### src/cmwc_consts.svh
// Constants of the CAN transceiver mode and wake control block.
// Assumes a 250 MHz core clock; times are converted to cycles here.
`ifndef CMWC_CONSTS_SVH
`define CMWC_CONSTS_SVH

`define CMWC_CLK_MHZ 250
// Times in microseconds, converted to cycles (least times round up)
`define CMWC_EN_DELAY_US 20
`define CMWC_EN_DELAY_CYC (`CMWC_EN_DELAY_US * `CMWC_CLK_MHZ)
`define CMWC_WAKE_DOM_MIN_US 1
`define CMWC_WAKE_DOM_MIN_CYC (`CMWC_WAKE_DOM_MIN_US * `CMWC_CLK_MHZ)
`define CMWC_WAKE_REC_MAX_US 1000
`define CMWC_WAKE_REC_MAX_CYC (`CMWC_WAKE_REC_MAX_US * `CMWC_CLK_MHZ)
`define CMWC_TX_TO_US 100
`define CMWC_TX_TO_CYC (`CMWC_TX_TO_US * `CMWC_CLK_MHZ)
`define CMWC_BUS_TO_US 100
`define CMWC_BUS_TO_CYC (`CMWC_BUS_TO_US * `CMWC_CLK_MHZ)
`define CMWC_CNT_W 20

// Transceiver mode field encodings
`define CMWC_TRX_OFF 2'h0
`define CMWC_TRX_WAKE 2'h1
`define CMWC_TRX_RXONLY 2'h2
`define CMWC_TRX_NORMAL 2'h3

`endif

### src/cmwc_pkg.sv
// Types of the CAN transceiver mode and wake control block.
// Assumes cmwc_consts.svh for the encodings.
`include "cmwc_consts.svh"

package cmwc_pkg;

    typedef enum logic [2:0] {
        CMWC_SBC_NORMAL,
        CMWC_SBC_STOP,
        CMWC_SBC_SLEEP,
        CMWC_SBC_RESTART,
        CMWC_SBC_FAILSAFE
    } cmwc_sbc_mode_t;

    // Wake event report toward the supply-management core
    typedef struct packed {
        logic int_req;
        logic bus_src;
        logic go_restart;
        logic wd_enable;
    } cmwc_wake_evt_t;

endpackage : cmwc_pkg

### src/cmwc_dom_timer.sv
// Saturating level-duration timer: counts cycles while a level holds.
// Assumes a synchronous level on the core clock.
`timescale 1ns/1ps
`default_nettype none

module cmwc_dom_timer (
    input wire logic core_clk_i,
    input wire logic rst_n_i,
    input wire logic level_i,
    input wire logic [19:0] limit_i,
    output logic expired_o
);

    logic [19:0] cnt_ff;

    // Restarts when the qualifying level ends
    always_ff @(posedge core_clk_i) begin
        if (!rst_n_i || !level_i) begin
            cnt_ff <= 20'h0_0000;
        end else if (cnt_ff != limit_i) begin
            cnt_ff <= cnt_ff + 20'h0_0001;
        end
    end

    always_ff @(posedge core_clk_i) begin
        if (!rst_n_i) begin
            expired_o <= 1'b0;
        end else begin
            expired_o <= level_i && (cnt_ff == limit_i);
        end
    end

endmodule : cmwc_dom_timer

`default_nettype wire

### src/cmwc_ctrl.sv
// CAN transceiver mode, enabling, wake detection and timeout control.
// Assumes bus and tx pins arrive asynchronously; mode inputs are on core_clk_i.
//
// Operation
// - Reset enters off mode; bus driver released, bus not biased.
// - Off mode ignores all bus wake activity.
// - Normal mode accepted only in device normal or stop; bus biased.
// - Normal mode driver follows tx_input: low dominant, high recessive.
// - Low level during delay suppressed; next dominant after delay is sent.
// - Normal and receive-only present bus state on receive output.
// - Receive-only keeps driver off, reception on, bus biased.
// - Receive-only accepted only in device normal or stop.
// - Wake-capable accepted in stop, sleep, restart, normal; forced in fail-safe.
// - Wake pattern: two long dominant phases split by short recessive.
// - Bus wake holds receive output low until mode changes.
// - Mode field keeps reading wake-capable after a wake.
// - Detector rearms after leaving and re-entering wake-capable, or on stop, sleep or fail-safe entry.
// - Entering stop, sleep or fail-safe rearms wake detection.
// - Rearming does not need the wake flag cleared.
// - Wake in stop or normal: interrupt, status source, receive low.
// - Wake in stop enables watchdog when configured.
// - Wake in sleep, restart, fail-safe: go restart, no interrupt.
// - Long tx dominant in normal: driver off, fault flag set.
// - Driver returns once tx_input goes recessive; mode unchanged.
// - Long bus dominant in any mode sets fault flag.
`timescale 1ns/1ps
`default_nettype none
`include "cmwc_consts.svh"

module cmwc_ctrl
    import cmwc_pkg::*;
(
    input wire logic core_clk_i,
    input wire logic rst_n_i,
    input wire logic tx_input_i,
    input wire logic bus_dominant_i,
    input wire cmwc_sbc_mode_t sbc_mode_i,
    input wire logic mode_wr_i,
    input wire logic [1:0] mode_wdata_i,
    input wire logic watchdog_on_bus_wake_i,
    input wire logic fault_clr_i,
    input wire logic wake_flag_clr_i,
    output logic [1:0] trx_mode_o,
    output logic drive_dominant_o,
    output logic bias_half_o,
    output logic rx_o,
    output logic bus_wake_flag_o,
    output logic bus_fault_flag_o,
    output cmwc_wake_evt_t wake_evt_o
);

    // ******************************************************
    // Input synchronisers
    // ******************************************************
    logic tx_meta_ff;
    logic tx_sync_ff;
    logic bus_meta_ff;
    logic bus_sync_ff;

    always_ff @(posedge core_clk_i) begin
        if (!rst_n_i) begin
            tx_meta_ff <= 1'b1;
            tx_sync_ff <= 1'b1;
            bus_meta_ff <= 1'b0;
            bus_sync_ff <= 1'b0;
        end else begin
            tx_meta_ff <= tx_input_i;
            tx_sync_ff <= tx_meta_ff;
            bus_meta_ff <= bus_dominant_i;
            bus_sync_ff <= bus_meta_ff;
        end
    end

    // ******************************************************
    // Mode selection
    // ******************************************************
    function automatic logic mode_allowed(input logic [1:0] m, input cmwc_sbc_mode_t s);
        logic ok;
        ok = 1'b0;
        unique case (m)
            `CMWC_TRX_OFF: ok = 1'b1;
            `CMWC_TRX_NORMAL, `CMWC_TRX_RXONLY:
                ok = (s == CMWC_SBC_NORMAL) || (s == CMWC_SBC_STOP);
            `CMWC_TRX_WAKE: ok = (s != CMWC_SBC_FAILSAFE);
        endcase
        return ok;
    endfunction : mode_allowed

    function automatic logic is_low_power(input cmwc_sbc_mode_t s);
        return (s == CMWC_SBC_STOP) || (s == CMWC_SBC_SLEEP) || (s == CMWC_SBC_FAILSAFE);
    endfunction : is_low_power

    logic [1:0] mode_ff;
    logic [1:0] nxt_mode;
    cmwc_sbc_mode_t sbc_prev_ff;
    logic sbc_enter_lp;
    logic mode_change;

    assign sbc_enter_lp = is_low_power(sbc_mode_i) && (sbc_mode_i != sbc_prev_ff);

    always_comb begin
        nxt_mode = mode_ff;
        if (sbc_mode_i == CMWC_SBC_FAILSAFE) begin
            nxt_mode = `CMWC_TRX_WAKE;
        end else if (mode_wr_i && mode_allowed(mode_wdata_i, sbc_mode_i)) begin
            nxt_mode = mode_wdata_i;
        end
    end

    assign mode_change = (nxt_mode != mode_ff);

    always_ff @(posedge core_clk_i) begin
        if (!rst_n_i) begin
            mode_ff <= `CMWC_TRX_OFF;
            sbc_prev_ff <= CMWC_SBC_NORMAL;
        end else begin
            mode_ff <= nxt_mode;
            sbc_prev_ff <= sbc_mode_i;
        end
    end

    // ******************************************************
    // Duration timers
    // ******************************************************
    logic en_run;
    logic en_done;
    logic wake_dom_long;
    logic wake_rec_long;
    logic tx_to;
    logic bus_to;

    assign en_run = (mode_ff == `CMWC_TRX_NORMAL) && !mode_change;

    // Enabling delay restarts whenever normal mode is (re)entered
    cmwc_dom_timer u_en_timer (
        .core_clk_i(core_clk_i),
        .rst_n_i(rst_n_i),
        .level_i(en_run),
        .limit_i(20'(`CMWC_EN_DELAY_CYC)),
        .expired_o(en_done)
    );

    cmwc_dom_timer u_wake_dom (
        .core_clk_i(core_clk_i),
        .rst_n_i(rst_n_i),
        .level_i(bus_sync_ff),
        .limit_i(20'(`CMWC_WAKE_DOM_MIN_CYC)),
        .expired_o(wake_dom_long)
    );

    cmwc_dom_timer u_wake_rec (
        .core_clk_i(core_clk_i),
        .rst_n_i(rst_n_i),
        .level_i(!bus_sync_ff),
        .limit_i(20'(`CMWC_WAKE_REC_MAX_CYC)),
        .expired_o(wake_rec_long)
    );

    cmwc_dom_timer u_tx_to (
        .core_clk_i(core_clk_i),
        .rst_n_i(rst_n_i),
        .level_i(!tx_sync_ff && (mode_ff == `CMWC_TRX_NORMAL)),
        .limit_i(20'(`CMWC_TX_TO_CYC)),
        .expired_o(tx_to)
    );

    cmwc_dom_timer u_bus_to (
        .core_clk_i(core_clk_i),
        .rst_n_i(rst_n_i),
        .level_i(bus_sync_ff),
        .limit_i(20'(`CMWC_BUS_TO_CYC)),
        .expired_o(bus_to)
    );

    // ******************************************************
    // Enabling sequence and transmit path
    // ******************************************************
    logic tx_armed_ff;
    logic tx_blocked_ff;

    // Low held through the delay stays blocked until a recessive level is seen
    always_ff @(posedge core_clk_i) begin
        if (!rst_n_i || !en_run) begin
            tx_armed_ff <= 1'b0;
        end else if (en_done && tx_sync_ff) begin
            tx_armed_ff <= 1'b1;
        end
    end

    always_ff @(posedge core_clk_i) begin
        if (!rst_n_i) begin
            tx_blocked_ff <= 1'b0;
        end else if (tx_to) begin
            tx_blocked_ff <= 1'b1;
        end else if (tx_sync_ff) begin
            tx_blocked_ff <= 1'b0;
        end
    end

    always_ff @(posedge core_clk_i) begin
        if (!rst_n_i) begin
            drive_dominant_o <= 1'b0;
        end else begin
            drive_dominant_o <= (mode_ff == `CMWC_TRX_NORMAL) && tx_armed_ff
                && !tx_blocked_ff && !tx_to && !tx_sync_ff;
        end
    end

    always_ff @(posedge core_clk_i) begin
        if (!rst_n_i) begin
            bias_half_o <= 1'b0;
        end else begin
            bias_half_o <= (mode_ff == `CMWC_TRX_NORMAL)
                || (mode_ff == `CMWC_TRX_RXONLY);
        end
    end

    // ******************************************************
    // Wake pattern detection
    // ******************************************************
    typedef enum logic [1:0] {WK_IDLE, WK_DOM1, WK_REC, WK_DONE} cmwc_wk_t;
    cmwc_wk_t wk_ff;
    cmwc_wk_t nxt_wk;
    logic wake_hit;

    always_comb begin
        nxt_wk = wk_ff;
        unique case (wk_ff)
            WK_IDLE: if (wake_dom_long) nxt_wk = WK_DOM1;
            WK_DOM1: if (!bus_sync_ff) nxt_wk = WK_REC;
            WK_REC: if (wake_rec_long) nxt_wk = WK_IDLE;
                else if (wake_dom_long) nxt_wk = WK_DONE;
            WK_DONE: nxt_wk = WK_DONE;
        endcase
    end

    assign wake_hit = (wk_ff == WK_REC) && (nxt_wk == WK_DONE);

    // Detector idles outside wake-capable; DONE survives until rearmed
    // Next mode is used so no stale pattern completes after leaving the mode
    always_ff @(posedge core_clk_i) begin
        if (!rst_n_i || (nxt_mode != `CMWC_TRX_WAKE)) begin
            wk_ff <= WK_IDLE;
        end else if (sbc_enter_lp) begin
            wk_ff <= WK_IDLE;
        end else begin
            wk_ff <= nxt_wk;
        end
    end

    // ******************************************************
    // Receive output and wake signalling
    // ******************************************************
    logic wake_rx_low_ff;

    always_ff @(posedge core_clk_i) begin
        if (!rst_n_i || mode_change) begin
            wake_rx_low_ff <= 1'b0;
        end else if (wake_hit) begin
            wake_rx_low_ff <= 1'b1;
        end
    end

    always_ff @(posedge core_clk_i) begin
        if (!rst_n_i) begin
            rx_o <= 1'b1;
        end else if (wake_rx_low_ff || wake_hit) begin
            rx_o <= 1'b0;
        end else if ((mode_ff == `CMWC_TRX_NORMAL) || (mode_ff == `CMWC_TRX_RXONLY)) begin
            rx_o <= !bus_sync_ff;
        end else begin
            rx_o <= 1'b1;
        end
    end

    // Set wins over clear
    always_ff @(posedge core_clk_i) begin
        if (!rst_n_i) begin
            bus_wake_flag_o <= 1'b0;
        end else if (wake_hit) begin
            bus_wake_flag_o <= 1'b1;
        end else if (wake_flag_clr_i) begin
            bus_wake_flag_o <= 1'b0;
        end
    end

    always_ff @(posedge core_clk_i) begin
        if (!rst_n_i) begin
            bus_fault_flag_o <= 1'b0;
        end else if (tx_to || bus_to) begin
            bus_fault_flag_o <= 1'b1;
        end else if (fault_clr_i) begin
            bus_fault_flag_o <= 1'b0;
        end
    end

    logic stop_or_norm;
    assign stop_or_norm = (sbc_mode_i == CMWC_SBC_STOP) || (sbc_mode_i == CMWC_SBC_NORMAL);

    // One-cycle event pulses to the supply-management core
    always_ff @(posedge core_clk_i) begin
        if (!rst_n_i) begin
            wake_evt_o <= '0;
        end else begin
            wake_evt_o.int_req <= wake_hit && stop_or_norm;
            wake_evt_o.bus_src <= wake_hit;
            wake_evt_o.go_restart <= wake_hit && !stop_or_norm;
            wake_evt_o.wd_enable <= wake_hit && (sbc_mode_i == CMWC_SBC_STOP)
                && watchdog_on_bus_wake_i;
        end
    end

    always_ff @(posedge core_clk_i) begin
        if (!rst_n_i) begin
            trx_mode_o <= `CMWC_TRX_OFF;
        end else begin
            trx_mode_o <= nxt_mode;
        end
    end

    // ******************************************************
    // Assertions
    // ******************************************************
    a_off_no_drive: assert property (@(posedge core_clk_i) disable iff (!rst_n_i)
        (mode_ff != `CMWC_TRX_NORMAL) |=> !drive_dominant_o)
        else $error("driver active outside normal mode");
    a_off_no_wake: assert property (@(posedge core_clk_i) disable iff (!rst_n_i)
        (mode_ff == `CMWC_TRX_OFF) |-> !wake_hit)
        else $error("wake seen in off mode");
    a_wake_rx_low: assert property (@(posedge core_clk_i) disable iff (!rst_n_i)
        wake_hit && !mode_change |=> !rx_o ##1 (!rx_o || mode_change))
        else $error("receive output not held low after wake");
    a_wake_int: assert property (@(posedge core_clk_i) disable iff (!rst_n_i)
        wake_hit |=> (wake_evt_o.int_req == $past(stop_or_norm)))
        else $error("interrupt request mismatch");
    a_wake_restart: assert property (@(posedge core_clk_i) disable iff (!rst_n_i)
        wake_hit && !stop_or_norm |=> wake_evt_o.go_restart && !wake_evt_o.int_req)
        else $error("restart request missing");
    a_failsafe_mode: assert property (@(posedge core_clk_i) disable iff (!rst_n_i)
        (sbc_mode_i == CMWC_SBC_FAILSAFE) |=> (mode_ff == `CMWC_TRX_WAKE))
        else $error("fail-safe did not force wake-capable");
    a_illegal_normal: assert property (@(posedge core_clk_i) disable iff (!rst_n_i)
        mode_wr_i && (mode_wdata_i == `CMWC_TRX_NORMAL) && !stop_or_norm
        && (sbc_mode_i != CMWC_SBC_FAILSAFE)
        |=> ($past(mode_ff) == `CMWC_TRX_NORMAL) == (mode_ff == `CMWC_TRX_NORMAL))
        else $error("normal mode taken in wrong device mode");
    a_tx_timeout: assert property (@(posedge core_clk_i) disable iff (!rst_n_i)
        tx_to |=> bus_fault_flag_o && !drive_dominant_o)
        else $error("tx timeout not handled");
    a_bus_clamp: assert property (@(posedge core_clk_i) disable iff (!rst_n_i)
        bus_to && !mode_change |=> bus_fault_flag_o && $stable(mode_ff))
        else $error("bus clamp not flagged");

endmodule : cmwc_ctrl

`default_nettype wire

### config.mk
export PLATFORM = sky130hd
export DESIGN_NAME = cmwc_ctrl
export DESIGN_NICKNAME = d
export VERILOG_FILES = /design/src/cmwc_pkg.sv /design/src/cmwc_dom_timer.sv /design/src/cmwc_ctrl.sv
export VERILOG_INCLUDE_DIRS = /design/src
export SDC_FILE = /design/constraint.sdc
export NUM_CORES = 1
export LEC_CHECK = 0
export ABC_AREA = 1
export ABC_CLOCK_PERIOD_IN_PS = 1700
export BUFFER_PORTS_ARGS = -buffer_cell sky130_fd_sc_hd__buf_2
export CORE_MARGIN = 10
export CORE_UTILIZATION = 35
export DETAILED_ROUTE_END_ITERATION = 16
export PLACE_DENSITY = 0.56
export SYNTH_ARGS = -nofsm -noshare
export SYNTH_HDL_FRONTEND = slang
export SYNTH_SLANG_ARGS = --single-unit
### constraint.sdc
create_clock -name core_clk_i -period 1.7 [get_ports core_clk_i]
set_clock_uncertainty 0.2 [all_clocks]
set_input_delay 0.17 -clock core_clk_i [delete_from_list [all_inputs] [get_ports core_clk_i]]
set_output_delay 0.17 -clock core_clk_i [all_outputs]
set_load 0.05 [all_outputs]
==> impl_metrics.sql <==
INSERT INTO impl_metrics (metric_group, metric, value, unit) VALUES
('timing', 'post-route-min-period', '1.62', 'ns'),
('final_layout', 'final_core_utilization', '0.455', ''),
('worst_setup_path', 'critical_path.max_stage_delay', '0.55', 'ns'),
('timing', 'slew_violations', '0', ''),
('worst_setup_path', 'end_kind', 'flip-flop', ''),
('timing', 'grt_setup_unrepaired', 'yes', ''),
('global_route', 'vias_in_the_first_global_route', '5553', ''),
('timing', 'worst-slew-pin-transition', '0.446', 'ns'),
('clocking', 'cts_h_tree_depth', '4', ''),
('floorplanning', 'std_cell_rows', '49', ''),
('worst_setup_path', 'critical_path_required', '1.84', 'ns'),
('place', 'dpl-instance-area', '7150', 'um2'),
('floorplanning', 'coreArea', '18000', 'um2'),
('global_route', 'global_route_wire_length_before_repair', '25300', 'um'),
('clocking', 'clock_path_buffers', '2', ''),
('synthesis', 'postSynthCellCount', '919', ''),
('timing', 'maxSlewHeadroom', '0.702', ''),
('place', 'gp_routability_congestion', '0.865', ''),
('place', 'dp_slack', '0.00324', 'ns'),
('timing', 'post-route-worst-setup-slack', '0.0830', 'ns'),
('global_route', 'initial_antenna_violation_count', '1', ''),
('synthesis', 'synth_edf_count', '0', ''),
('hold_path', 'min-delay-path-class', 'input pin to flip-flop', ''),
('synthesis', 'post_synth.cell_area_avg', '6.95', 'um2'),
('final_layout', 'final_area', '8170', 'um2'),
('power_and_ir_drop', 'power.leakage', '3.00', 'nW'),
('timing', 'layout_worst_path_cycle_share', '0.951', ''),
('synthesis', 'synthesized_flop_and_latch_total', '128', ''),
('power_and_ir_drop', 'power.density', '796', 'nW/um2'),
('floorplanning', 'die_x', '155', 'um'),
('power_and_ir_drop', 'worst_supply_voltage_drop_on_vdd', '0.00119', 'V'),
('power_and_ir_drop', 'post-layout-total-power', '6.50', 'mW'),
('run', 'maxCapViolCount', '0', ''),
('status', 'run_status', 'complete, no violations', ''),
('synthesis', 'synth_cell_type_count', '36', ''),
('synthesis', 'synth-main-ff-cell', 'sky130_fd_sc_hd__dfxtp_1', ''),
('timing', 'timing_hold_violations_final', '0', ''),
('routing', 'routed_wl', '15200', 'um'),
('timing', 'report.final.setup_viol', '0', ''),
('worst_setup_path', 'reg2reg_depth', '7', ''),
('final_layout', 'layout_filler_cell_count', '1845', ''),
('place', 'dp_hpwl', '11200', 'um'),
('worst_setup_path', 'endpoint_arrival_time_on_the_critical_path', '1.76', 'ns'),
('floorplanning', 'die_height', '155', 'um'),
('clocking', 'clock_insertion_delay_worst_skew', '0.41', 'ns'),
('clocking', 'numCtsBuffers', '17', ''),
('synthesis', 'ys_async_sr_fraction', '0', ''),
('routing', 'detail_route.first_pass.iterations', '6', ''),
('worst_setup_path', 'critical_path.cell_chain', 'dlygate4sd3_1 -> buf_6 -> inv_2 -> nor2_2 -> a21oi_4 -> a21oi_2 -> nor2_4 -> nand3_4 -> buf_12 -> nor2_1', ''),
('worst_setup_path', 'crit_type', 'input pin to flip-flop', ''),
('worst_setup_path', 'critical_path.max_fanout', '9', ''),
('routing', 'routedWlPerCell', '12.0', 'um'),
('final_layout', 'multi_input_area', '3460', 'um2'),
('final_layout', 'synthToLayoutAreaGrowth', '27.8', '%'),
('floorplanning', 'floorplan.io_pins', '24', ''),
('synthesis', 'synth.top_cell.area_share', '0.401', ''),
('synthesis', 'seq_area_frac_synth', '0.401', ''),
('place', 'port_buffers', '23', ''),
('synthesis', 'synth_top_cell_by_area', 'sky130_fd_sc_hd__dfxtp_1', ''),
('routing', 'number_of_vias_after_detailed_routing', '5914', ''),
('floorplanning', 'die-area', '24100', 'um2'),
('clocking', 'path_clk_slew', '0.05', 'ns'),
('global_route', 'grt_overflow', '0', ''),
('synthesis', 'synth_area', '6390', 'um2'),
('floorplanning', 'starting_density', '0.356', ''),
('clocking', 'clock-root-buffer', 'sky130_fd_sc_hd__clkbuf_16', ''),
('final_layout', 'finish.net_count', '1049', ''),
('timing', 'totalNegativeSetupSlack', '0', 'ns'),
('worst_setup_path', 'worst_path_max_delay_cell', 'sky130_fd_sc_hd__dlygate4sd3_1', ''),
('clocking', 'cts_num_sinks', '128', ''),
('synthesis', 'ys_warn_count', '0', '');
[cell usage in the layout (no fill, tap or decap), types with 4 or more instances in the layout]
master,synthesis,routed
sky130_fd_sc_hd__a21oi_1,57,55
sky130_fd_sc_hd__buf_2,5,20
sky130_fd_sc_hd__nand4_1,33,33
sky130_fd_sc_hd__o21ai_1,0,5
sky130_fd_sc_hd__nand2_2,2,10
sky130_fd_sc_hd__or2_2,6,6
sky130_fd_sc_hd__nor2_2,17,34
sky130_fd_sc_hd__a31oi_1,4,4
sky130_fd_sc_hd__o21ai_0,40,34
sky130_fd_sc_hd__xor2_1,20,20
sky130_fd_sc_hd__clkinv_2,0,6
sky130_fd_sc_hd__nand3_1,70,63
sky130_fd_sc_hd__dfxtp_1,128,117
sky130_fd_sc_hd__dlygate4sd3_1,0,13
sky130_fd_sc_hd__nand2_1,180,172
sky130_fd_sc_hd__inv_1,146,144
sky130_fd_sc_hd__clkbuf_16,0,18
sky130_fd_sc_hd__nor2_4,12,20
sky130_fd_sc_hd__nand3_2,1,8
sky130_fd_sc_hd__dfxtp_2,0,10
sky130_fd_sc_hd__nor4_1,6,4
sky130_fd_sc_hd__clkbuf_1,1,5
sky130_fd_sc_hd__nor3_1,34,24
sky130_fd_sc_hd__ha_1,10,6
sky130_fd_sc_hd__buf_4,0,59
sky130_fd_sc_hd__nor3_2,1,10
sky130_fd_sc_hd__nor2_1,117,92
sky130_fd_sc_hd__inv_2,2,4
sky130_fd_sc_hd__xnor2_1,6,6
[registers in the layout (all words and copies together), names as in the netlist, 2 cells and up]
| signal | cells |
|---|---|
| trx_mode_o | 2 |
| u_bus_to.cnt_ff | 20 |
| u_tx_to.cnt_ff | 20 |
| wake_evt_o | 4 |
| u_wake_rec.cnt_ff | 20 |
| u_en_timer.cnt_ff | 20 |
| wk_ff | 2 |
| u_wake_dom.cnt_ff | 20 |
| sbc_prev_ff | 3 |
[cells in the mapped netlist, drive strengths merged (3+ instances only)]
library cell / n
nand2: 182
inv: 148
nor2: 146
dfxtp: 128
nand3: 72
a21oi: 58
o21ai: 41
nor3: 35
nand4: 33
xor2: 20
ha: 10
buf: 9
nor4: 6
or2: 6
xnor2: 6
a31oi: 4
and3: 3
o21a: 3
[what timing repair did]
action                                  4_1_cts  5_1_grt
gates cloned                                  0        1
gates resized for setup                       3       92
hold endpoints to repair                     13        0
pin swaps                                     0       21
endpoints found under the setup margin        3       66
hold buffers                                 14        0
setup buffers                                 0        7
[through the flow]
stage          hold WS [ns]  cells
2_1_floorplan        0.0635    919
3_3_place_gp          0.153   1215
3_5_place_dp          0.160   1215
4_1_cts             0.00213   1259
5_1_grt              0.0373   1266
6_report             0.0256   1267
[final cells by class]
type,instances,area share
antenna,1,0.000306
clock inverter,8,0.00827
timing repair buffer,98,0.0942
multi-input combinational,633,0.424
sequential,128,0.316
inverter,148,0.0680
clock buffer,22,0.0544
tap,229,0.0351
[kinds of logic (layout without fill, tap and decap cells)]
group	count (synthesis)	count (layout)	share of synthesized area
AND/OR/NAND/NOR	488	488	0.354
AO/OA/AOI/OAI	109	109	0.0909
buffers and inverters	158	276	0.0987
XOR/XNOR	26	26	0.0356
other	0	1	0
adder cells (fa/ha/maj)	10	10	0.0196
flip-flops	128	128	0.401
[critical path, delay by kind of cell]
family | cells | cell delay [ns]
and+or+nand+nor | 4 | 0.41
buffers and inverters | 4 | 0.93
AOI/OAI and AO/OA | 2 | 0.24
[worst paths after layout]
kind                startpoint                    to  slack [ns]
max reg2reg  u_tx_to.cnt_ff[3]    u_tx_to.cnt_ff[14]        0.09
min reg2reg         tx_meta_ff            tx_sync_ff        0.23
min            mode_wdata_i[0]         trx_mode_o[0]        0.03
max                  mode_wr_i  u_en_timer.cnt_ff[1]        0.08
[power breakdown]
part	internal, mW	switching [mW]
sequential	3.02	0.0142
clock	1.97	1.26
combinational	0.0981	0.135
[routing by layer]
layer	GRT usage	share of wire	vias up
met4	0.0396	0.0089	0
met2	0.206	0.47	91
met5	0	0	-
met1	0.156	0.48	2637
li1	-	-	3173
met3	0.0392	0.040	13
Power figures use the tool's default switching activity.
